--- src/logic/tsc_pkg.sv ---
// Shared constants, types and register map of the trim sequence control block.
// Assumes one 250 MHz system clock and an 8-bit register port.
package tsc_pkg;

    // ------------------------------------------------------------------
    // Register port
    // ------------------------------------------------------------------
    localparam int unsigned ADDR_W = 8;
    localparam int unsigned DATA_W = 8;

    localparam logic [ADDR_W-1:0] OFS_TRIM_CONTROL_ONE = 8'h60;
    localparam logic [ADDR_W-1:0] OFS_TRIM_CONTROL_TWO = 8'h61;
    localparam logic [ADDR_W-1:0] OFS_RING_MISMATCH    = 8'h62;
    localparam logic [ADDR_W-1:0] OFS_IRQ_STATUS       = 8'h70;
    localparam logic [ADDR_W-1:0] OFS_IRQ_MASK         = 8'h71;

    // ------------------------------------------------------------------
    // Field layout and reset values
    // ------------------------------------------------------------------
    localparam int unsigned BIT_FULL_TRIM_RUN  = 6;
    localparam int unsigned BIT_SETTLE_SHORTEN = 5;
    localparam int unsigned STEP_FIELD_W       = 5;
    localparam int unsigned CTRL_ONE_W         = 6;
    localparam int unsigned RING_W             = 5;
    localparam int unsigned NUM_STEPS          = 10;
    localparam int unsigned STEP_RING_IDX      = 9;

    localparam logic [CTRL_ONE_W-1:0]   RST_TRIM_CONTROL_ONE = 6'h1F;
    localparam logic [STEP_FIELD_W-1:0] RST_TRIM_CONTROL_TWO = 5'h1F;
    localparam logic [RING_W-1:0]       RST_RING_MISMATCH    = 5'h10;
    localparam logic [2:0]              STANDALONE_MASK      = 3'h7;

    // ------------------------------------------------------------------
    // Interrupt layout
    // ------------------------------------------------------------------
    localparam int unsigned IRQ_W         = 2;
    localparam int unsigned IRQ_SEQ_DONE  = 0;
    localparam int unsigned IRQ_STEP_DONE = 1;

    // ------------------------------------------------------------------
    // Timing
    // ------------------------------------------------------------------
    localparam int unsigned CNT_W           = 24;
    localparam int unsigned MS_W            = 9;
    localparam int unsigned CLK_PERIOD_NS   = 4;
    localparam int unsigned MS_NS           = 1000000;
    localparam int unsigned SETTLE_LONG_MS  = 300;
    localparam int unsigned SETTLE_SHORT_MS = 30;
    localparam int unsigned STEP_TIME_NS    = 100000;
    localparam logic [CNT_W-1:0] TICK_CYCLES_DFLT = CNT_W'(MS_NS / CLK_PERIOD_NS);
    localparam logic [CNT_W-1:0] STEP_CYCLES_DFLT = CNT_W'(STEP_TIME_NS / CLK_PERIOD_NS);
    localparam logic [MS_W-1:0]  SETTLE_LONG_LAST  = MS_W'(SETTLE_LONG_MS - 1);
    localparam logic [MS_W-1:0]  SETTLE_SHORT_LAST = MS_W'(SETTLE_SHORT_MS - 1);

    // ------------------------------------------------------------------
    // Types
    // ------------------------------------------------------------------
    typedef enum logic [2:0] {
        TSC_IDLE   = 3'b001,
        TSC_SETTLE = 3'b010,
        TSC_STEP   = 3'b100
    } tsc_state_e;

    typedef struct packed {
        logic [ADDR_W-1:0] addr;
        logic [DATA_W-1:0] wdata;
        logic              wr;
        logic              rd;
    } tsc_bus_req_s;

endpackage

--- src/logic/tsc_irq.sv ---
// Sticky interrupt status with write-one-to-clear and a mask of equal layout.
// Assumes events are one-cycle pulses from the same clock.
`timescale 1ns/1ps
module tsc_irq
    import tsc_pkg::*;
(
    input  wire logic             mclk,
    input  wire logic             resetn,
    input  wire logic [IRQ_W-1:0] evt,
    input  wire logic             wr_status,
    input  wire logic             wr_mask,
    input  wire logic [IRQ_W-1:0] wdata,
    output logic      [IRQ_W-1:0] status,
    output logic      [IRQ_W-1:0] mask,
    output logic                  irq
);

    logic [IRQ_W-1:0] status_reg;
    logic [IRQ_W-1:0] status_next;
    logic [IRQ_W-1:0] mask_reg;
    logic [IRQ_W-1:0] mask_next;
    logic             irq_reg;
    logic             irq_next;

    always_comb begin
        status_next = status_reg;
        mask_next   = mask_reg;
        if (wr_status) begin
            status_next = status_reg & ~wdata;
        end
        // Event in the clearing cycle is kept
        status_next = status_next | evt;
        if (wr_mask) begin
            mask_next = wdata;
        end
        irq_next = |(status_next & mask_next);
    end

    always_ff @(posedge mclk or negedge resetn) begin
        if (!resetn) begin
            status_reg <= '0;
            mask_reg   <= '0;
            irq_reg    <= 1'b0;
        end else begin
            status_reg <= status_next;
            mask_reg   <= mask_next;
            irq_reg    <= irq_next;
        end
    end

    assign status = status_reg;
    assign mask   = mask_reg;
    assign irq    = irq_reg;

endmodule // tsc_irq

--- src/logic/tsc_tick_div.sv ---
// Millisecond enable divider for the settling wait.
// Assumes en stays high for the whole wait; dropping en restarts the count.
`timescale 1ns/1ps
module tsc_tick_div
    import tsc_pkg::*;
#(
    parameter logic [CNT_W-1:0] TICK_CYCLES = TICK_CYCLES_DFLT
) (
    input  wire logic mclk,
    input  wire logic resetn,
    input  wire logic en,
    output logic      tick
);

    logic [CNT_W-1:0] cnt_reg;
    logic [CNT_W-1:0] cnt_next;
    logic             tick_reg;
    logic             tick_next;

    always_comb begin
        cnt_next  = cnt_reg;
        tick_next = 1'b0;
        if (!en) begin
            cnt_next = '0;
        end else if (cnt_reg == TICK_CYCLES - CNT_W'(1)) begin
            cnt_next  = '0;
            tick_next = 1'b1;
        end else begin
            cnt_next = cnt_reg + CNT_W'(1);
        end
    end

    always_ff @(posedge mclk or negedge resetn) begin
        if (!resetn) begin
            cnt_reg  <= '0;
            tick_reg <= 1'b0;
        end else begin
            cnt_reg  <= cnt_next;
            tick_reg <= tick_next;
        end
    end

    assign tick = tick_reg;

endmodule // tsc_tick_div

--- src/logic/tsc_top.sv ---
// Trim sequence control: registers, settling wait and step sequencer.
// Assumes a same-clock register port and a same-clock ring mismatch measurement.
//
// Design decision made here: strobed register access.
`timescale 1ns/1ps
module tsc_top
    import tsc_pkg::*;
#(
    parameter logic [CNT_W-1:0] TICK_CYCLES = TICK_CYCLES_DFLT,
    parameter logic [CNT_W-1:0] STEP_CYCLES = STEP_CYCLES_DFLT
) (
    input  wire logic                 mclk,
    input  wire logic                 resetn,
    input  wire tsc_bus_req_s         bus_req,
    input  wire logic [RING_W-1:0]    ring_meas,
    output logic      [DATA_W-1:0]    rdata,
    output logic      [NUM_STEPS-1:0] step_active,
    output logic                      settle_active,
    output logic                      irq
);

    // ------------------------------------------------------------------
    // State
    // ------------------------------------------------------------------
    tsc_state_e               state_reg;
    tsc_state_e               state_next;
    logic                     master_reg;
    logic                     master_next;
    logic [CTRL_ONE_W-1:0]    ctrl_one_reg;
    logic [CTRL_ONE_W-1:0]    ctrl_one_next;
    logic [STEP_FIELD_W-1:0]  ctrl_two_reg;
    logic [STEP_FIELD_W-1:0]  ctrl_two_next;
    logic [RING_W-1:0]        ring_reg;
    logic [RING_W-1:0]        ring_next;
    logic [NUM_STEPS-1:0]     run_mask_reg;
    logic [NUM_STEPS-1:0]     run_mask_next;
    logic [CNT_W-1:0]         step_cnt_reg;
    logic [CNT_W-1:0]         step_cnt_next;
    logic [MS_W-1:0]          ms_cnt_reg;
    logic [MS_W-1:0]          ms_cnt_next;
    logic [DATA_W-1:0]        rdata_reg;
    logic [DATA_W-1:0]        rdata_next;
    logic [NUM_STEPS-1:0]     step_active_reg;
    logic [NUM_STEPS-1:0]     step_active_next;
    logic                     settle_active_reg;
    logic                     settle_active_next;

    logic [NUM_STEPS-1:0]     cur_oh;
    logic [NUM_STEPS-1:0]     hw_clr;
    logic [IRQ_W-1:0]         evt;
    logic                     ring_capture;
    logic                     tick;
    logic [MS_W-1:0]          settle_last;
    logic [IRQ_W-1:0]         irq_status;
    logic [IRQ_W-1:0]         irq_mask;
    logic                     wr_one;
    logic                     wr_two;
    logic                     wr_ring;

    assign wr_one  = bus_req.wr && (bus_req.addr == OFS_TRIM_CONTROL_ONE);
    assign wr_two  = bus_req.wr && (bus_req.addr == OFS_TRIM_CONTROL_TWO);
    assign wr_ring = bus_req.wr && (bus_req.addr == OFS_RING_MISMATCH);

    // ------------------------------------------------------------------
    // Helpers
    // ------------------------------------------------------------------
    tsc_tick_div #(
        .TICK_CYCLES (TICK_CYCLES)
    ) u_tick (
        .mclk   (mclk),
        .resetn (resetn),
        .en     (state_reg == TSC_SETTLE),
        .tick   (tick)
    );

    tsc_irq u_irq (
        .mclk      (mclk),
        .resetn    (resetn),
        .evt       (evt),
        .wr_status (bus_req.wr && (bus_req.addr == OFS_IRQ_STATUS)),
        .wr_mask   (bus_req.wr && (bus_req.addr == OFS_IRQ_MASK)),
        .wdata     (bus_req.wdata[IRQ_W-1:0]),
        .status    (irq_status),
        .mask      (irq_mask),
        .irq       (irq)
    );

    // Highest pending step runs first: ring, tip, diff, common, limit, then second group
    always_comb begin
        cur_oh = '0;
        for (int i = 0; i < NUM_STEPS; i++) begin
            if (run_mask_reg[i]) begin
                cur_oh = '0;
                cur_oh[i] = 1'b1;
            end
        end
    end

    // Settling time follows the live settle_shorten bit
    assign settle_last = ctrl_one_reg[BIT_SETTLE_SHORTEN] ? SETTLE_SHORT_LAST
                                                          : SETTLE_LONG_LAST;

    // ------------------------------------------------------------------
    // Sequencer and registers
    // ------------------------------------------------------------------
    always_comb begin
        state_next    = state_reg;
        master_next   = master_reg;
        run_mask_next = run_mask_reg;
        step_cnt_next = step_cnt_reg;
        ms_cnt_next   = ms_cnt_reg;
        hw_clr        = '0;
        evt           = '0;
        ring_capture  = 1'b0;

        case (state_reg)
            TSC_IDLE: begin
                if (wr_one && bus_req.wdata[BIT_FULL_TRIM_RUN]) begin
                    master_next   = 1'b1;
                    run_mask_next = {bus_req.wdata[STEP_FIELD_W-1:0],
                                     ctrl_two_reg};
                    ms_cnt_next   = '0;
                    state_next    = TSC_SETTLE;
                end else if (wr_two && |(bus_req.wdata[2:0] & STANDALONE_MASK)) begin
                    // Only the three offset/balance steps start on their own
                    run_mask_next = {7'h00, bus_req.wdata[2:0]};
                    step_cnt_next = '0;
                    state_next    = TSC_STEP;
                end
            end
            TSC_SETTLE: begin
                if (tick) begin
                    if (ms_cnt_reg == settle_last) begin
                        step_cnt_next = '0;
                        if (run_mask_reg == '0) begin
                            master_next = 1'b0;
                            evt[IRQ_SEQ_DONE] = 1'b1;
                            state_next  = TSC_IDLE;
                        end else begin
                            state_next = TSC_STEP;
                        end
                    end else begin
                        ms_cnt_next = ms_cnt_reg + MS_W'(1);
                    end
                end
            end
            TSC_STEP: begin
                if (step_cnt_reg == STEP_CYCLES - CNT_W'(1)) begin
                    hw_clr        = cur_oh;
                    run_mask_next = run_mask_reg & ~cur_oh;
                    ring_capture  = cur_oh[STEP_RING_IDX];
                    step_cnt_next = '0;
                    if ((run_mask_reg & ~cur_oh) == '0) begin
                        state_next  = TSC_IDLE;
                        master_next = 1'b0;
                        evt[IRQ_SEQ_DONE]  = master_reg;
                        evt[IRQ_STEP_DONE] = !master_reg;
                    end
                end else begin
                    step_cnt_next = step_cnt_reg + CNT_W'(1);
                end
            end
            default: begin
                state_next  = TSC_IDLE;
                master_next = 1'b0;
            end
        endcase

        // Software write wins over the hardware clear in the same cycle
        if (wr_one) begin
            ctrl_one_next = bus_req.wdata[CTRL_ONE_W-1:0];
        end else begin
            ctrl_one_next = ctrl_one_reg & ~{1'b0, hw_clr[9:5]};
        end
        if (wr_two) begin
            ctrl_two_next = bus_req.wdata[STEP_FIELD_W-1:0];
        end else begin
            ctrl_two_next = ctrl_two_reg & ~hw_clr[4:0];
        end
        if (wr_ring) begin
            ring_next = bus_req.wdata[RING_W-1:0];
        end else if (ring_capture) begin
            ring_next = ring_meas;
        end else begin
            ring_next = ring_reg;
        end

        // Read data stand for one cycle only; unmapped reads return zero
        rdata_next = '0;
        if (bus_req.rd) begin
            case (bus_req.addr)
                OFS_TRIM_CONTROL_ONE: rdata_next = {1'b0, master_reg, ctrl_one_reg};
                OFS_TRIM_CONTROL_TWO: rdata_next = {3'h0, ctrl_two_reg};
                OFS_RING_MISMATCH:    rdata_next = {3'h0, ring_reg};
                OFS_IRQ_STATUS:       rdata_next = {6'h00, irq_status};
                OFS_IRQ_MASK:         rdata_next = {6'h00, irq_mask};
                default:              rdata_next = '0;
            endcase
        end

        step_active_next   = (state_reg == TSC_STEP) ? cur_oh : '0;
        settle_active_next = (state_reg == TSC_SETTLE);
    end

    always_ff @(posedge mclk or negedge resetn) begin
        if (!resetn) begin
            state_reg         <= TSC_IDLE;
            master_reg        <= 1'b0;
            ctrl_one_reg      <= RST_TRIM_CONTROL_ONE;
            ctrl_two_reg      <= RST_TRIM_CONTROL_TWO;
            ring_reg          <= RST_RING_MISMATCH;
            run_mask_reg      <= '0;
            step_cnt_reg      <= '0;
            ms_cnt_reg        <= '0;
            rdata_reg         <= '0;
            step_active_reg   <= '0;
            settle_active_reg <= 1'b0;
        end else begin
            state_reg         <= state_next;
            master_reg        <= master_next;
            ctrl_one_reg      <= ctrl_one_next;
            ctrl_two_reg      <= ctrl_two_next;
            ring_reg          <= ring_next;
            run_mask_reg      <= run_mask_next;
            step_cnt_reg      <= step_cnt_next;
            ms_cnt_reg        <= ms_cnt_next;
            rdata_reg         <= rdata_next;
            step_active_reg   <= step_active_next;
            settle_active_reg <= settle_active_next;
        end
    end

    assign rdata         = rdata_reg;
    assign step_active   = step_active_reg;
    assign settle_active = settle_active_reg;

endmodule // tsc_top

--- config.mk ---
export PLATFORM = sky130hd
export DESIGN_NAME = tsc_top
export DESIGN_NICKNAME = d
export VERILOG_FILES = /design/src/logic/tsc_pkg.sv /design/src/logic/tsc_irq.sv /design/src/logic/tsc_tick_div.sv /design/src/logic/tsc_top.sv
export SDC_FILE = /design/constraint.sdc
export NUM_CORES = 1
export LEC_CHECK = 0
export BUFFER_PORTS_ARGS = -buffer_cell sky130_fd_sc_hd__buf_2
export CAP_MARGIN = 20
export CELL_PAD_IN_SITES_DETAIL_PLACEMENT = 0
export CELL_PAD_IN_SITES_GLOBAL_PLACEMENT = 2
export CORE_UTILIZATION = 35
export CTS_CLUSTER_DIAMETER = 50
export DETAILED_ROUTE_END_ITERATION = 8
export GPL_TIMING_DRIVEN = 0
export PLACE_DENSITY_LB_ADDON = 0.1
export SETUP_SLACK_MARGIN = 0.02
export SLEW_MARGIN = 20
export SYNTH_ARGS = -nofsm -noshare
export SYNTH_HDL_FRONTEND = slang
export SYNTH_HIERARCHICAL = 1
export SYNTH_SLANG_ARGS = --single-unit
--- constraint.sdc ---
create_clock -name mclk -period 4.8 [get_ports mclk]
set_input_delay 0 -clock mclk [delete_from_list [all_inputs] [get_ports mclk]]
set_output_delay 0 -clock mclk [all_outputs]
set_load 0.02 [all_outputs]
==> summary.txt <==
Logic synthesis
  – Avg Cell Area, Syn: 9.543 um2
  – Synth warn: 6
  – Top_reg_cell synth: dfrtp_1
  – Count of cell types in the netlist: 76
  – Post-synth ARST share: 1.000
  – Syn nets: 629
  – Sequential share of the synthesized area: 0.4869
  – EDFF count, synth: 0
  – Mapped Area: 0.005736 mm2
  – Synthesis-stage register bit count: 111
  – Syn Inst Count: 601

Clocking
  – Root Buffer: clkbuf_16
  – Post-CTS Resized: 0
  – Clock slew at reported path FFs: 0.08 ns
  – Htree depth: 3
  – Total CTS buffers: 9
  – Worst-skew pair later-pin latency: 0.36 ns
  – CTS tree: built
  – Clock Path Buffers: 2
  – Postcts setup bufs: 0
  – Clk sinks: 111

Detailed routing
  – Via count: 4,725
  – Drt via density: 5.315
  – Post-route DRC: 0
  – First-pass DRT Iterations: 6
  – Total Routed Length: 14.85 mm
  – Antenna Nets Post-Route: 0
  – Drt wl/cell: 16.70 um
  – DR iter-0 viols: 287

Power and ir drop
  – VDD IR max: 164.3 uV
  – PD cells: 263.4 mW/mm2
  – Switch share: 0.2365
  – Internal: 1341 uW
  – Clk pwr share: 0.412
  – Leakage: 0.002828 uW
  – Logic pwr share: 0.044
  – Sequential share of power: 0.544
  – Psw: 415.4 uW

Timing
  – Fmax: 332.1 MHz
  – Skew final: 0.008032 ns
  – Final setup margin: 1.789 ns
  – Final Cycle Share: 0.6272
  – Slew HR: 0.4702
  – Setup TNS Final: 0 ns
  – Hold Fails Final Rpt: 0
  – Minimum clock period: 3.011 ns
  – Tightest Pin Transition: 0.7930 ns
  – Max-slew violation count: 0
  – Unrepaired setup endpoints after global routing: false
  – Final setup fails: 0

Global routing
  – GR Util All Layers: 0.1851
  – Antenna violations before repair: 0
  – Largest net degree at the start of global routing: 62
  – Global-route wire length before repair: 23.81 mm
  – Overflow after GRT: 0
  – Vias in the first global route: 4,449

Placement
  – Gp weighted congestion: 0.8109
  – Place WS: 2.296 ns
  – Post-detail-place hpwl: 10.62 mm
  – I/O Buffers: 41

Die
  – DIE AREA: 0.01690 mm2
  – # IOs: 45
  – Die width: 130.0 um
  – Row count: 46
  – Core area: 0.01594 mm2
  – Die H: 130.0 um
  – Starting Density: 0.3598

Finish
  – Layout cells sized above 1: 0.1724
  – Layout Nets: 696
  – Synth-to-Final Area Change: 16.25%
  – Diodes inserted: 0

Outcome
  – Status: finished clean

Worst setup path
  – Data arrival, critical path: 3.25 ns
  – Startpoint types: register
  – Worst Path Max Fanout: 6
  – Critical path class: register to register
  – Worst Path Required: 5.04 ns
  – R2R cell count: 8
  – Critical Path Sink Type: register

Job
  – Max-Cap Viols: 0

Hold path
  – Min-delay worst type: input port to register
  – Worst Hold Depth: 4
cells in the final DEF (no fill, tap or decap), types with 17 or more instances in the layout:
cell type	n
nor2_1	81
nand2_1	54
dfrtp_1	99
nand3_1	29
inv_1	17
buf_2	45
o21ai_0	46
power groups by stage:
stage | clock network [uW] | registers (uW) | logic (uW)
6_report | 724 | 956 | 76.5
5_1_grt | 784 | 957 | 86.3
4_1_cts | 751 | 955 | 78.6
3_5_place_dp | 0 | 974 | 68.6
3_3_place_gp | 0 | 974 | 64.5
2_1_floorplan | 0 | 971 | 25.6
layout make-up:
cell class,instances,area (um2)
plain buffers,22,130.1
clock buffers,9,225.2
clock inverters,7,57.56
fillers,1640,9275
inverters,17,63.81
multi-input cells,451,2749
flip-flops and latches,111,2793
well taps,216,270.3
repair buffers,56,379.1
cell usage after synthesis (all sizes together), types with 12 or more instances:
master	number	area [um2]
nor4	13	87.58
o31ai	13	97.59
dfrtp	99	2477
a31oi	12	75.07
nand4	16	112.6
nor2	82	315.3
nand2	55	214.0
buf	13	96.33
xnor2	14	122.6
dfstp	12	315.3
o21ai	59	302.8
nand3	30	155.1
nor3	13	76.33
inv	17	63.81
a21oi	16	87.59
final timing paths:
path                                                endpoint  slack [ns]                          from
worst max-delay path                 ring_reg[0]$_DFFE_PN0P_        1.79   step_cnt_reg[0]$_DFFE_PN0P_
worst min-delay path                 ring_reg[4]$_DFFE_PN1P_        0.05                   bus_req[14]
worst max register to register       ring_reg[0]$_DFFE_PN0P_        1.79   step_cnt_reg[0]$_DFFE_PN0P_
worst min register to register  step_cnt_reg[23]$_DFFE_PN0P_        0.49  step_cnt_reg[23]$_DFFE_PN0P_
max in group asynchronous          ctrl_two_reg[3]$_DFF_PN1_        3.90                        resetn
min in group asynchronous          ms_cnt_reg[2]$_DFFE_PN0P_        0.15                        resetn
logic make-up after synthesis:
| kind of cell | share of synthesized area |
|---|---|
| compound gates | 0.1531 |
| xor+xnor | 0.03207 |
| fa+ha+maj | 0.006545 |
| buf+inv | 0.03381 |
| flops | 0.4869 |
| mux | 0.03403 |
| other cells | 0.0006538 |
| simple gates | 0.2528 |
worst max-delay path, cell delays in order (launching register included):
cell and delay [ns]:
dfrtp_1 0.40, ha_1 0.27, nand4_1 0.16, or4_1 0.49
nor2_1 0.37, nand2_1 0.35, mux2i_1 0.23, a21oi_1 0.08
dlygate4sd3_1 0.56
per-layer routing:
layer / track usage / routed length [um] / vias to the layer above
li1: - / - / 2324
met1: 0.2497 / 7321 / 2313
met2: 0.3076 / 6932 / 82
met3: 0.03854 / 484 / 6
met4: 0.03694 / 106 / 0
met5: 0 / 0 / -
timing repair:
item                       4_1_cts  5_1_grt
hold buffers                    14        0
hold endpoints to repair        75        0
setup endpoints to repair        0        0
through the flow:
stage               utilization  hold slack [ns]  instance area (um2)  std cells  total power [uW]
finish                   0.4182          0.05374                 6668        889              1756
global route             0.4182          0.08291                 6668        889              1827
CTS                      0.4182          0.04056                 6668        889              1785
detailed placement       0.3917        -0.004970                 6245        859              1042
global placement         0.3896           0.2120                 6211        858              1038
floorplan                     -          -0.2956                 5736        601             996.9
Power figures use the tool's default switching activity.
